==> src/verilog/fbc_pkg.sv <==
package fbc_pkg;

  // ==========================================================================
  // Bus widths
  localparam int ADDR_W = 21;
  localparam int DATA_W = 16;

  // ==========================================================================
  // Command codes and unlock cycles
  // fixed codes
  localparam logic [ADDR_W-1:0] UNLOCK1_ADDR   = 21'h000555;
  localparam logic [ADDR_W-1:0] UNLOCK2_ADDR   = 21'h0002AA;
  localparam logic [7:0]        UNLOCK1_DATA   = 8'hAA;
  localparam logic [7:0]        UNLOCK2_DATA   = 8'h55;
  localparam logic [7:0]        CMD_RESET      = 8'hF0;
  localparam logic [7:0]        CMD_AUTOSEL    = 8'h90;
  localparam logic [7:0]        CMD_PROGRAM    = 8'hA0;
  localparam logic [7:0]        CMD_BYPASS     = 8'h20;
  localparam logic [7:0]        CMD_BYP_RESET  = 8'h90;
  localparam logic [7:0]        CMD_BYP_EXIT   = 8'h00;
  localparam logic [7:0]        CMD_AUX_ENTER  = 8'h88;
  localparam logic [7:0]        CMD_AUX_EXIT1  = 8'h90;
  localparam logic [7:0]        CMD_AUX_EXIT2  = 8'h00;

  // ==========================================================================
  // Autoselect offsets
  localparam logic [7:0] AS_MAKER_OFS    = 8'h00;
  localparam logic [7:0] AS_DEV_OFS_WORD = 8'h01;
  localparam logic [7:0] AS_DEV_OFS_BYTE = 8'h02;
  localparam logic [7:0] AS_PROT_OFS_WORD = 8'h02;
  localparam logic [7:0] AS_PROT_OFS_BYTE = 8'h04;

  // ==========================================================================
  // Status bit positions
  localparam int POLL_BIT    = 7;
  localparam int TOGGLE_BIT  = 6;
  localparam int TIMEOUT_BIT = 5;

  // ==========================================================================
  // Host register map (word index)
  localparam logic [3:0] REG_CTRL   = 4'h0;
  localparam logic [3:0] REG_ADDR   = 4'h1;
  localparam logic [3:0] REG_WDATA  = 4'h2;
  localparam logic [3:0] REG_RDATA  = 4'h3;
  localparam logic [3:0] REG_STATUS = 4'h4;

  // ==========================================================================
  // Command opcodes written to CTRL[3:0]
  typedef enum logic [3:0] {
    OP_NONE     = 4'h0,
    OP_READ     = 4'h1,
    OP_RESET    = 4'h2,
    OP_AUTOSEL  = 4'h3,
    OP_PROGRAM  = 4'h4,
    OP_BYPASS   = 4'h5,
    OP_BYP_PROG = 4'h6,
    OP_BYP_EXIT = 4'h7,
    OP_AUX_IN   = 4'h8,
    OP_AUX_OUT  = 4'h9,
    OP_RAW      = 4'hA
  } fbc_op_t;

  // ==========================================================================
  // Timing at 10 MHz
  localparam int CLK_NS      = 100;
  localparam int T_STROBE_NS = 100;
  localparam int T_ACCESS_NS = 200;
  localparam logic [3:0] STROBE_CYC =
    4'((T_STROBE_NS + CLK_NS - 1) / CLK_NS);
  localparam logic [3:0] ACCESS_CYC =
    4'((T_ACCESS_NS + CLK_NS - 1) / CLK_NS);
  localparam logic [15:0] POLL_LIMIT = 16'hFFFF;

  // ==========================================================================
  // One bus cycle on the flash pins
  typedef struct packed {
    logic [ADDR_W-1:0] addr;
    logic [DATA_W-1:0] data;
  } fbc_cycle_t;

  // Status word
  typedef struct packed {
    logic       busy;
    logic       timeout;
    logic       prog_fail;
    logic       in_bypass;
    logic       in_autosel;
    logic       in_aux;
    logic       accel;
    logic       rdy;
  } fbc_status_t;

endpackage

==> src/verilog/fbc_host.sv <==
// Decided for this implementation: the register offsets and the plain strobed port.
`timescale 1ns/100ps
module fbc_host (
  // Clock and reset
  input  wire logic                       clk,
  input  wire logic                       reset_n,
  // Register port
  input  wire logic [3:0]                 reg_addr,
  input  wire logic [31:0]                reg_wdata,
  input  wire logic                       reg_wr,
  input  wire logic                       reg_rd,
  output logic      [31:0]                reg_rdata,
  // Flash pins
  output logic      [fbc_pkg::ADDR_W-1:0] flash_addr,
  input  wire logic [fbc_pkg::DATA_W-1:0] flash_dq_in,
  output logic      [fbc_pkg::DATA_W-1:0] flash_dq_out,
  output logic                            flash_dq_oe,
  output logic                            flash_ce_n,
  output logic                            flash_we_n,
  output logic                            flash_oe_n,
  output logic                            flash_reset_n,
  output logic                            byte_word_select,
  output logic                            protect_accelerate_input,
  input  wire logic                       ready_busy_n_output
);

  // ==========================================================================
  // Sequencer states
  typedef enum logic [2:0] {
    ST_IDLE  = 3'b000,
    ST_SETUP = 3'b001,
    ST_WRITE = 3'b011,
    ST_READ  = 3'b010,
    ST_POLL  = 3'b110,
    ST_NEXT  = 3'b111
  } fbc_state_t;

  fbc_state_t             state_reg, state_next;
  fbc_pkg::fbc_cycle_t    cyc_reg;
  logic [fbc_pkg::ADDR_W-1:0] addr_reg;
  logic [fbc_pkg::DATA_W-1:0] wdata_reg, rdata_reg, dq_last_reg;
  logic [3:0]             op_reg;
  logic [2:0]             step_reg, nsteps_reg;
  logic [3:0]             tcnt_reg;
  logic [15:0]            poll_cnt_reg;
  logic                   busy_reg, timeout_reg, fail_reg;
  logic                   byp_reg, as_reg, aux_reg, accel_reg, byte_reg, hwrst_reg;
  logic                   poll_reg;
  logic [fbc_pkg::DATA_W-1:0] dq_s1, dq_s2;
  logic                   rb_s1, rb_s2;

  // ==========================================================================
  // Pin synchronisers
  always_ff @(posedge clk) begin
    dq_s1 <= flash_dq_in;
    dq_s2 <= dq_s1;
    rb_s1 <= ready_busy_n_output;
    rb_s2 <= rb_s1;
  end

  // ==========================================================================
  // Command decode
  wire wr_ctrl  = reg_wr && reg_addr == fbc_pkg::REG_CTRL;
  wire wr_addr  = reg_wr && reg_addr == fbc_pkg::REG_ADDR;
  wire wr_wdata = reg_wr && reg_addr == fbc_pkg::REG_WDATA;
  wire [3:0] new_op = reg_wdata[3:0];
  wire start = wr_ctrl && !busy_reg && new_op != 4'(fbc_pkg::OP_NONE);

  // Number of bus cycles for each opcode
  // four-cycle program
  wire [2:0] steps_of =
    (new_op == 4'(fbc_pkg::OP_PROGRAM))  ? 3'd4 :
    (new_op == 4'(fbc_pkg::OP_AUTOSEL))  ? 3'd3 :
    (new_op == 4'(fbc_pkg::OP_BYPASS))   ? 3'd3 :
    (new_op == 4'(fbc_pkg::OP_AUX_IN))   ? 3'd3 :
    (new_op == 4'(fbc_pkg::OP_AUX_OUT))  ? 3'd4 :
    (new_op == 4'(fbc_pkg::OP_BYP_PROG)) ? 3'd2 :
    (new_op == 4'(fbc_pkg::OP_BYP_EXIT)) ? 3'd2 : 3'd1;

  // Address and data of the current step
  fbc_pkg::fbc_cycle_t step_cyc;
  wire is_u1 = step_reg == 3'd0;
  wire is_u2 = step_reg == 3'd1;
  wire [fbc_pkg::DATA_W-1:0] u1d = {8'h00, fbc_pkg::UNLOCK1_DATA};
  wire [fbc_pkg::DATA_W-1:0] u2d = {8'h00, fbc_pkg::UNLOCK2_DATA};
  always_comb begin
    step_cyc = '{addr: addr_reg, data: wdata_reg};
    unique case (op_reg)
      4'(fbc_pkg::OP_PROGRAM), 4'(fbc_pkg::OP_AUTOSEL), 4'(fbc_pkg::OP_BYPASS),
      4'(fbc_pkg::OP_AUX_IN), 4'(fbc_pkg::OP_AUX_OUT): begin
        if (is_u1)
          step_cyc = '{addr: fbc_pkg::UNLOCK1_ADDR, data: u1d};
        else if (is_u2)
          step_cyc = '{addr: fbc_pkg::UNLOCK2_ADDR, data: u2d};
        else if (step_reg == 3'd2) begin
          step_cyc.addr = (op_reg == 4'(fbc_pkg::OP_AUTOSEL)) ? addr_reg
                                                              : fbc_pkg::UNLOCK1_ADDR;
          step_cyc.data = {8'h00,
            (op_reg == 4'(fbc_pkg::OP_PROGRAM)) ? fbc_pkg::CMD_PROGRAM :
            (op_reg == 4'(fbc_pkg::OP_AUTOSEL)) ? fbc_pkg::CMD_AUTOSEL :
            (op_reg == 4'(fbc_pkg::OP_BYPASS))  ? fbc_pkg::CMD_BYPASS  :
            (op_reg == 4'(fbc_pkg::OP_AUX_IN))  ? fbc_pkg::CMD_AUX_ENTER :
                                                  fbc_pkg::CMD_AUX_EXIT1};
        end else if (op_reg == 4'(fbc_pkg::OP_AUX_OUT))
          step_cyc.data = {8'h00, fbc_pkg::CMD_AUX_EXIT2};
      end
      4'(fbc_pkg::OP_BYP_PROG): begin
        if (is_u1)
          step_cyc.data = {8'h00, fbc_pkg::CMD_PROGRAM};
      end
      4'(fbc_pkg::OP_BYP_EXIT): begin
        // 90h at bank address, then 00h
        step_cyc.data = {8'h00, is_u1 ? fbc_pkg::CMD_BYP_RESET : fbc_pkg::CMD_BYP_EXIT};
      end
      4'(fbc_pkg::OP_RESET): begin
        step_cyc.data = {8'h00, fbc_pkg::CMD_RESET};
      end
      default: ;
    endcase
  end

  wire last_step = step_reg + 3'd1 == nsteps_reg;
  wire is_prog = op_reg == 4'(fbc_pkg::OP_PROGRAM) || op_reg == 4'(fbc_pkg::OP_BYP_PROG);
  wire is_rd   = op_reg == 4'(fbc_pkg::OP_READ);
  wire tdone   = tcnt_reg == 4'd0;

  // Polling: toggle bit stops toggling and polling bit matches data when done
  // status bits
  wire tog_stop = dq_s2[fbc_pkg::TOGGLE_BIT] == dq_last_reg[fbc_pkg::TOGGLE_BIT];
  wire poll_ok  = dq_s2[fbc_pkg::POLL_BIT] == wdata_reg[fbc_pkg::POLL_BIT];
  // Read data reach dq_s2 only two edges after the output enable falls
  wire poll_live = poll_cnt_reg > 16'h0001;
  wire to_seen  = dq_s2[fbc_pkg::TIMEOUT_BIT] && !rb_s2;
  wire poll_end = poll_reg && tdone && poll_live &&
                  ((tog_stop && poll_ok && rb_s2) || to_seen ||
                   poll_cnt_reg == fbc_pkg::POLL_LIMIT);

  // ==========================================================================
  // State machine
  always_comb begin
    state_next = state_reg;
    unique case (state_reg)
      ST_IDLE:  if (start) state_next = ST_SETUP;
      ST_SETUP: if (tdone) state_next = is_rd ? ST_READ : ST_WRITE;
      ST_WRITE: if (tdone) state_next = ST_NEXT;
      ST_READ:  if (tdone) state_next = ST_NEXT;
      ST_NEXT:  if (tdone)
                  state_next = (!last_step) ? ST_SETUP :
                               (is_prog) ? ST_POLL : ST_IDLE;
      ST_POLL:  if (poll_end) state_next = ST_IDLE;
      default:  state_next = ST_IDLE;
    endcase
  end

  always_ff @(posedge clk) begin
    if (!reset_n) begin
      state_reg    <= ST_IDLE;
      tcnt_reg     <= 4'h0;
      step_reg     <= 3'd0;
      nsteps_reg   <= 3'd1;
      op_reg       <= 4'h0;
      busy_reg     <= 1'b0;
      poll_reg     <= 1'b0;
      poll_cnt_reg <= 16'h0000;
    end else begin
      state_reg <= state_next;
      tcnt_reg  <= (state_next != state_reg) ? fbc_pkg::STROBE_CYC :
                   (tdone ? 4'h0 : tcnt_reg - 4'd1);
      if (start) begin
        op_reg     <= new_op;
        nsteps_reg <= steps_of;
        step_reg   <= 3'd0;
        busy_reg   <= 1'b1;
      end else if (state_reg == ST_NEXT && tdone && !last_step)
        step_reg <= step_reg + 3'd1;
      if (state_next == ST_IDLE && state_reg != ST_IDLE)
        busy_reg <= 1'b0;
      poll_reg     <= state_reg == ST_POLL && !poll_reg ? 1'b1 :
                      (state_reg == ST_POLL ? ~poll_reg : 1'b0);
      poll_cnt_reg <= state_reg == ST_POLL ? poll_cnt_reg + 16'd1 : 16'h0000;
    end
  end

  // ==========================================================================
  // Data, mode tracking and pins
  wire done_now = state_reg != ST_IDLE && state_next == ST_IDLE;
  always_ff @(posedge clk) begin
    if (!reset_n) begin
      addr_reg    <= '0;
      wdata_reg   <= '0;
      rdata_reg   <= '0;
      dq_last_reg <= '0;
      timeout_reg <= 1'b0;
      fail_reg    <= 1'b0;
      byp_reg     <= 1'b0;
      as_reg      <= 1'b0;
      aux_reg     <= 1'b0;
      accel_reg   <= 1'b0;
      byte_reg    <= 1'b0;
      hwrst_reg   <= 1'b1;
      cyc_reg     <= '0;
    end else begin
      if (wr_addr)  addr_reg  <= reg_wdata[fbc_pkg::ADDR_W-1:0];
      if (wr_wdata) wdata_reg <= reg_wdata[fbc_pkg::DATA_W-1:0];
      if (wr_ctrl) begin
        byte_reg  <= reg_wdata[4];
        accel_reg <= reg_wdata[5];
        hwrst_reg <= !reg_wdata[6];
      end
      if (state_reg == ST_SETUP) cyc_reg <= step_cyc;
      // Synchroniser delay: the sample taken in READ arrives one edge into NEXT
      if (state_reg == ST_NEXT && is_rd && !tdone) rdata_reg <= dq_s2;
      if (state_reg == ST_POLL && poll_reg) dq_last_reg <= dq_s2;
      if (start) begin
        timeout_reg <= 1'b0;
        fail_reg    <= 1'b0;
      end
      if (state_reg == ST_POLL && poll_end && !(tog_stop && poll_ok && rb_s2)) begin
        // timeout seen, host must send reset
        timeout_reg <= 1'b1;
        fail_reg    <= 1'b1;
      end
      if (done_now) begin
        unique case (op_reg)
          4'(fbc_pkg::OP_AUTOSEL): as_reg  <= 1'b1;
          4'(fbc_pkg::OP_BYPASS):  byp_reg <= 1'b1;
          4'(fbc_pkg::OP_BYP_EXIT): byp_reg <= 1'b0;
          4'(fbc_pkg::OP_AUX_IN):  aux_reg <= 1'b1;
          4'(fbc_pkg::OP_AUX_OUT): aux_reg <= 1'b0;
          4'(fbc_pkg::OP_RESET): begin
            as_reg      <= 1'b0;
            timeout_reg <= 1'b0;
          end
          default: ;
        endcase
      end
      if (accel_reg) byp_reg <= 1'b1;
      if (!hwrst_reg) begin
        as_reg  <= 1'b0;
        aux_reg <= 1'b0;
        byp_reg <= 1'b0;
      end
    end
  end

  // address set before we_n falls, data held past rise
  assign flash_addr    = cyc_reg.addr;
  assign flash_dq_out  = cyc_reg.data;
  assign flash_dq_oe   = state_reg == ST_WRITE || (state_reg == ST_NEXT && !is_rd);
  assign flash_we_n    = state_reg != ST_WRITE;
  assign flash_oe_n    = !(state_reg == ST_READ || state_reg == ST_POLL);
  assign flash_ce_n    = state_reg == ST_IDLE;
  assign flash_reset_n = hwrst_reg;
  assign byte_word_select         = !byte_reg;
  assign protect_accelerate_input = accel_reg;

  // ==========================================================================
  // Register read
  fbc_pkg::fbc_status_t st;
  assign st = '{busy: busy_reg, timeout: timeout_reg, prog_fail: fail_reg,
                in_bypass: byp_reg, in_autosel: as_reg, in_aux: aux_reg,
                accel: accel_reg, rdy: rb_s2};
  wire [31:0] rd_mux =
    (reg_addr == fbc_pkg::REG_CTRL)   ? {25'h0, !hwrst_reg, accel_reg, byte_reg, op_reg} :
    (reg_addr == fbc_pkg::REG_ADDR)   ? {11'h0, addr_reg} :
    (reg_addr == fbc_pkg::REG_WDATA)  ? {16'h0, wdata_reg} :
    (reg_addr == fbc_pkg::REG_RDATA)  ? {16'h0, rdata_reg} :
    (reg_addr == fbc_pkg::REG_STATUS) ? {24'h0, st} : 32'h0000_0000;
  always_ff @(posedge clk) begin
    if (!reset_n)    reg_rdata <= 32'h0000_0000;
    else if (reg_rd) reg_rdata <= rd_mux;
  end

endmodule

==> config.mk <==
export PLATFORM = sky130hd
export DESIGN_NAME = fbc_host
export DESIGN_NICKNAME = d
export VERILOG_FILES = /design/src/verilog/fbc_pkg.sv /design/src/verilog/fbc_host.sv
export SDC_FILE = /design/constraint.sdc
export NUM_CORES = 1
export LEC_CHECK = 0
export BUFFER_PORTS_ARGS = -buffer_cell sky130_fd_sc_hd__buf_2
export CORE_UTILIZATION = 56
export DETAILED_ROUTE_END_ITERATION = 16
export PLACE_DENSITY = 0.91
export REMOVE_ABC_BUFFERS = 1
export SYNTH_ARGS = -nofsm -noshare
export SYNTH_HDL_FRONTEND = slang
export SYNTH_SLANG_ARGS = --single-unit
==> constraint.sdc <==
create_clock -name clk -period 2.6 [get_ports clk]
set_input_delay 0.39 -clock clk [delete_from_list [all_inputs] [get_ports clk]]
set_output_delay 0.39 -clock clk [all_outputs]
set_load 0.005 [all_outputs]
==> summary.md <==
| Metric | Value |
|---|---|
| Run status | finished, final reports clean |
| Finish-stage setup viols | 0 |
| Tcrit/Tclk final | between 80% and 90% |
| Cell area power density | roughly 650 mW/mm² |
| Worst Setup End Kind | flop |
| Antenna violations before repair | 0 |
| Final hold viol count | 0 |
| Area added between synthesis and finish | 15.25% |
| Worst-path clk slew | approximately 0.080 ns |
| Root Driver | sky130_fd_sc_hd__clkbuf_16 |
| Total design power | 6.081 mW |
| Element type at the critical path start | flop |
| Count of nets after finishing | 1057 |
| Largest net degree at the start of global routing | 65 |
| R2r worst-path depth | 7 |
| Post CTS Setup Buffer Count | 0 |
| Async set or reset register ratio after synthesis | 0% |
| Yosys top cell by area | sky130_fd_sc_hd__dfxtp_1 |
| Capture point of the critical path | timeout_reg$_SDFF_PN0_ |
| Leading post-synthesis cells by cell area | sky130_fd_sc_hd__dfxtp_1 (47%), sky130_fd_sc_hd__nand2_1 (6.7%), sky130_fd_sc_hd__a21boi_0 (5.0%), sky130_fd_sc_hd__mux2i_1 (5.0%), sky130_fd_sc_hd__nor2b_1 (3.4%) |
| Slew headroom | 43.80% |
| HPWL reported at the end of detailed placement | 13.81 mm |
| Leading cell types by count after synthesis | sky130_fd_sc_hd__dfxtp_1 (189), sky130_fd_sc_hd__nand2_1 (143), sky130_fd_sc_hd__nor2_1 (55) |
| Most instantiated library cell after synthesis | sky130_fd_sc_hd__dfxtp_1 |
| Number of buffers between clock root and the deepest sink | 2 |
| First-pass GRT wire length | roughly 32 mm |
| Largest driver fanout on the critical path | 12 |
| Average vias per placed instance | 5.912 |
| Launching point of the worst reg2reg path | op_reg[1]$_SDFFE_PN0P_ |
| Count of max-cap constraint violations | 0 |
| Total global-route track usage | roughly 28% |
| Slew Viols, Final | 0 |
| Instance count along the most critical hold path | 1 |
| Wire length per cell | approximately 17 µm |
| TritonCTS Sinks | 189 |
| Cell area after synthesis | 0.008056 mm² |
| CTS tree | yes |
| Final Critical Period | about 2.3 ns |
| Worst reg2reg setup slack | between 0.2 and 0.3 ns |
| Average cell area after synthesis | ~9 µm² |
| Data arrival, critical path | 2.62 ns |
| Number of synthesized flops with an enable pin | 0 |
| Number of nets with antenna violations after routing | 0 |
| Leakage | between 3 and 4 nW |
| Buffers on Ports | 110 |
| Die Ht | 121.9 µm |
| Path type of the worst setup path | flop to flop |
| Commonest register cell after synthesis | sky130_fd_sc_hd__dfxtp_1 |
| Wirelength, routed | 20.64 mm |
| Register bit total from synthesis | between 150 and 200 |
| Die ar. | ~0.015 mm² |
| Layout cell share with drive strength beyond 1 | a little under a fifth |
| Synth cell types | 68 |
| Endpoint of the most critical register-to-register path | timeout_reg$_SDFF_PN0_ |
| Cells resized by post-CTS repair | 0 |
| Fill count | between 1000 and 1500 |
| Floorplan die width | roughly 120 µm |
| Pre-Repair DR Iteration Count | 6 |
| Hold-fix buffer count after cts | 0 |
| Number of inserted diodes | 0 |
| Top cell type's share of synthesized area | 46.96% |
| Total via count after detailed routing | 7006 |
| Req. time, crit path | around 2.9 ns |
| Global route overflow | 0 |
| Initial standard-cell utilization of the core | between 50 and 60% |
| Maximum clock skew at final layout | 0.01057 ns |
| Drt first-iter violations | 784 |
| Core region area | 0.01393 mm² |
| Worst min-delay path class | input pin to flop |
| Number of buffers inserted during clock tree synthesis | 17 |
| DRC violation count after routing | 0 |
| Rows | 43 |
| FMAX | between 0.4 and 0.5 GHz |
| Global placement routability congestion | between 0.9 and 1 |
| Unrepaired setup endpoints after global routing | false |
| Number of warning messages in the yosys log | 0 |
| Sequential-to-total area share from yosys stat | between 40 and 50% |
| Crit. Startpoint | op_reg[1]$_SDFFE_PN0P_ |
| Source-to-sink clock delay at the later pin of the worst-skew pair | ~0.45 ns |
| Cell count after synthesis | 901 |
| Max H-tree Level | 4 |
| Measured slew at the worst slew-check pin | around 0.84 ns |
| Max IR drop VDD | 0.0006131 V |
| Aggregate negative setup slack | 0 ns |
| IO Count | roughly 130 |
| Vias in the first global route | ~6600 |
-- placed cells by master (no fill, tap or decap), types with 12 or more instances in the layout --
cell / netlist / layout
sky130_fd_sc_hd__a21boi_0: 54 / 54
sky130_fd_sc_hd__buf_2: 14 / 109
sky130_fd_sc_hd__nand3_1: 23 / 23
sky130_fd_sc_hd__o211ai_1: 22 / 22
sky130_fd_sc_hd__a22oi_1: 19 / 19
sky130_fd_sc_hd__nand2b_1: 15 / 15
sky130_fd_sc_hd__nor2_1: 55 / 55
sky130_fd_sc_hd__nand2_1: 143 / 143
sky130_fd_sc_hd__nor2b_1: 44 / 44
sky130_fd_sc_hd__xor2_1: 12 / 12
sky130_fd_sc_hd__buf_4: 11 / 21
sky130_fd_sc_hd__inv_1: 16 / 16
sky130_fd_sc_hd__a31oi_1: 14 / 14
sky130_fd_sc_hd__dfxtp_1: 189 / 189
sky130_fd_sc_hd__a21oi_1: 28 / 28
sky130_fd_sc_hd__mux2i_1: 40 / 40
sky130_fd_sc_hd__o21ai_0: 41 / 41
sky130_fd_sc_hd__clkbuf_16: 0 / 17
-- where the power goes --
part	leakage (nW)	internal (mW)	total [mW]	switching, mW
registers	1.54	2.98	3.04	0.0595
logic	1.92	0.205	0.501	0.296
clock network	0.285	1.31	2.54	1.23
-- metrics by stage --
stage | std cells | hold slack (ns) | setup WS, ns | util (%) | instance area [µm²]
final | 1185 | 0.03834 | 0.2937 | 66.63 | 9285
after global placement | 1153 | 0.3100 | 0.3727 | 62.43 | 8700
after floorplan | 843 | 0.3096 | 0.1030 | - | 7771
after global routing | 1185 | 0.02334 | 0.08460 | 66.63 | 9285
after detailed placement | 1153 | 0.3121 | 0.2661 | 62.43 | 8700
after CTS | 1185 | 0.02715 | 0.2525 | 66.63 | 9285
-- cells by family (layout without fill, tap and decap cells) --
kind of cell	Yosys count	in the layout	share of synthesized area, %
multiplexers	41	41	5.109
other	1	11	0.04655
flip-flops	189	189	46.96
buffers and inverters	84	178	4.752
AO/OA/AOI/OAI	215	215	18.53
AND/OR/NAND/NOR	341	341	20.78
adder cells (fa/ha/maj)	8	8	1.242
XOR/XNOR	22	22	2.578
-- worst max-delay path, cell delays in order (launching register included) --
cell and delay [ns]:
sky130_fd_sc_hd__dfxtp_1 0.43, sky130_fd_sc_hd__buf_4 0.23, sky130_fd_sc_hd__nor4b_2 0.37, sky130_fd_sc_hd__a21oi_1 0.13, sky130_fd_sc_hd__nor4_2 0.38, sky130_fd_sc_hd__and3b_1 0.29, sky130_fd_sc_hd__and2_1 0.22, sky130_fd_sc_hd__a32oi_1 0.12
-- area by class of cell --
type	count	area, µm²	share of cell area [%]
clock buffers	18	439.2	4.730
well taps	180	225.2	2.426
flip-flops and latches	189	3784	40.75
inverters	16	60.06	0.6468
repair buffers	130	703.2	7.573
multi-input cells	638	3928	42.30
clock inverters	14	146.4	1.577
-- worst min path at each step --
stage,startpoint,to,slack [ns]
after floorplan,dq_s1[0]$_DFF_P_,dq_s2[0]$_DFF_P_,0.31
after global placement,dq_s1[12]$_DFF_P_,dq_s2[12]$_DFF_P_,0.31
after detailed placement,dq_s1[1]$_DFF_P_,dq_s2[1]$_DFF_P_,0.31
after CTS,flash_dq_in[13],dq_s1[13]$_DFF_P_,0.03
after global routing,flash_dq_in[14],dq_s1[14]$_DFF_P_,0.02
final,flash_dq_in[13],dq_s1[13]$_DFF_P_,0.04
-- layer usage --
layer | vias to the layer above | global-route usage, % | share of wire [%]
li1 | 3272 | - | -
met5 | - | 0 | 0
met1 | 3304 | 35.71 | 41
met3 | 62 | 7.069 | 8.8
met4 | 0 | 14.89 | 3.4
met2 | 368 | 44.53 | 47
Note: power is estimated with default switching activity, not from simulation.
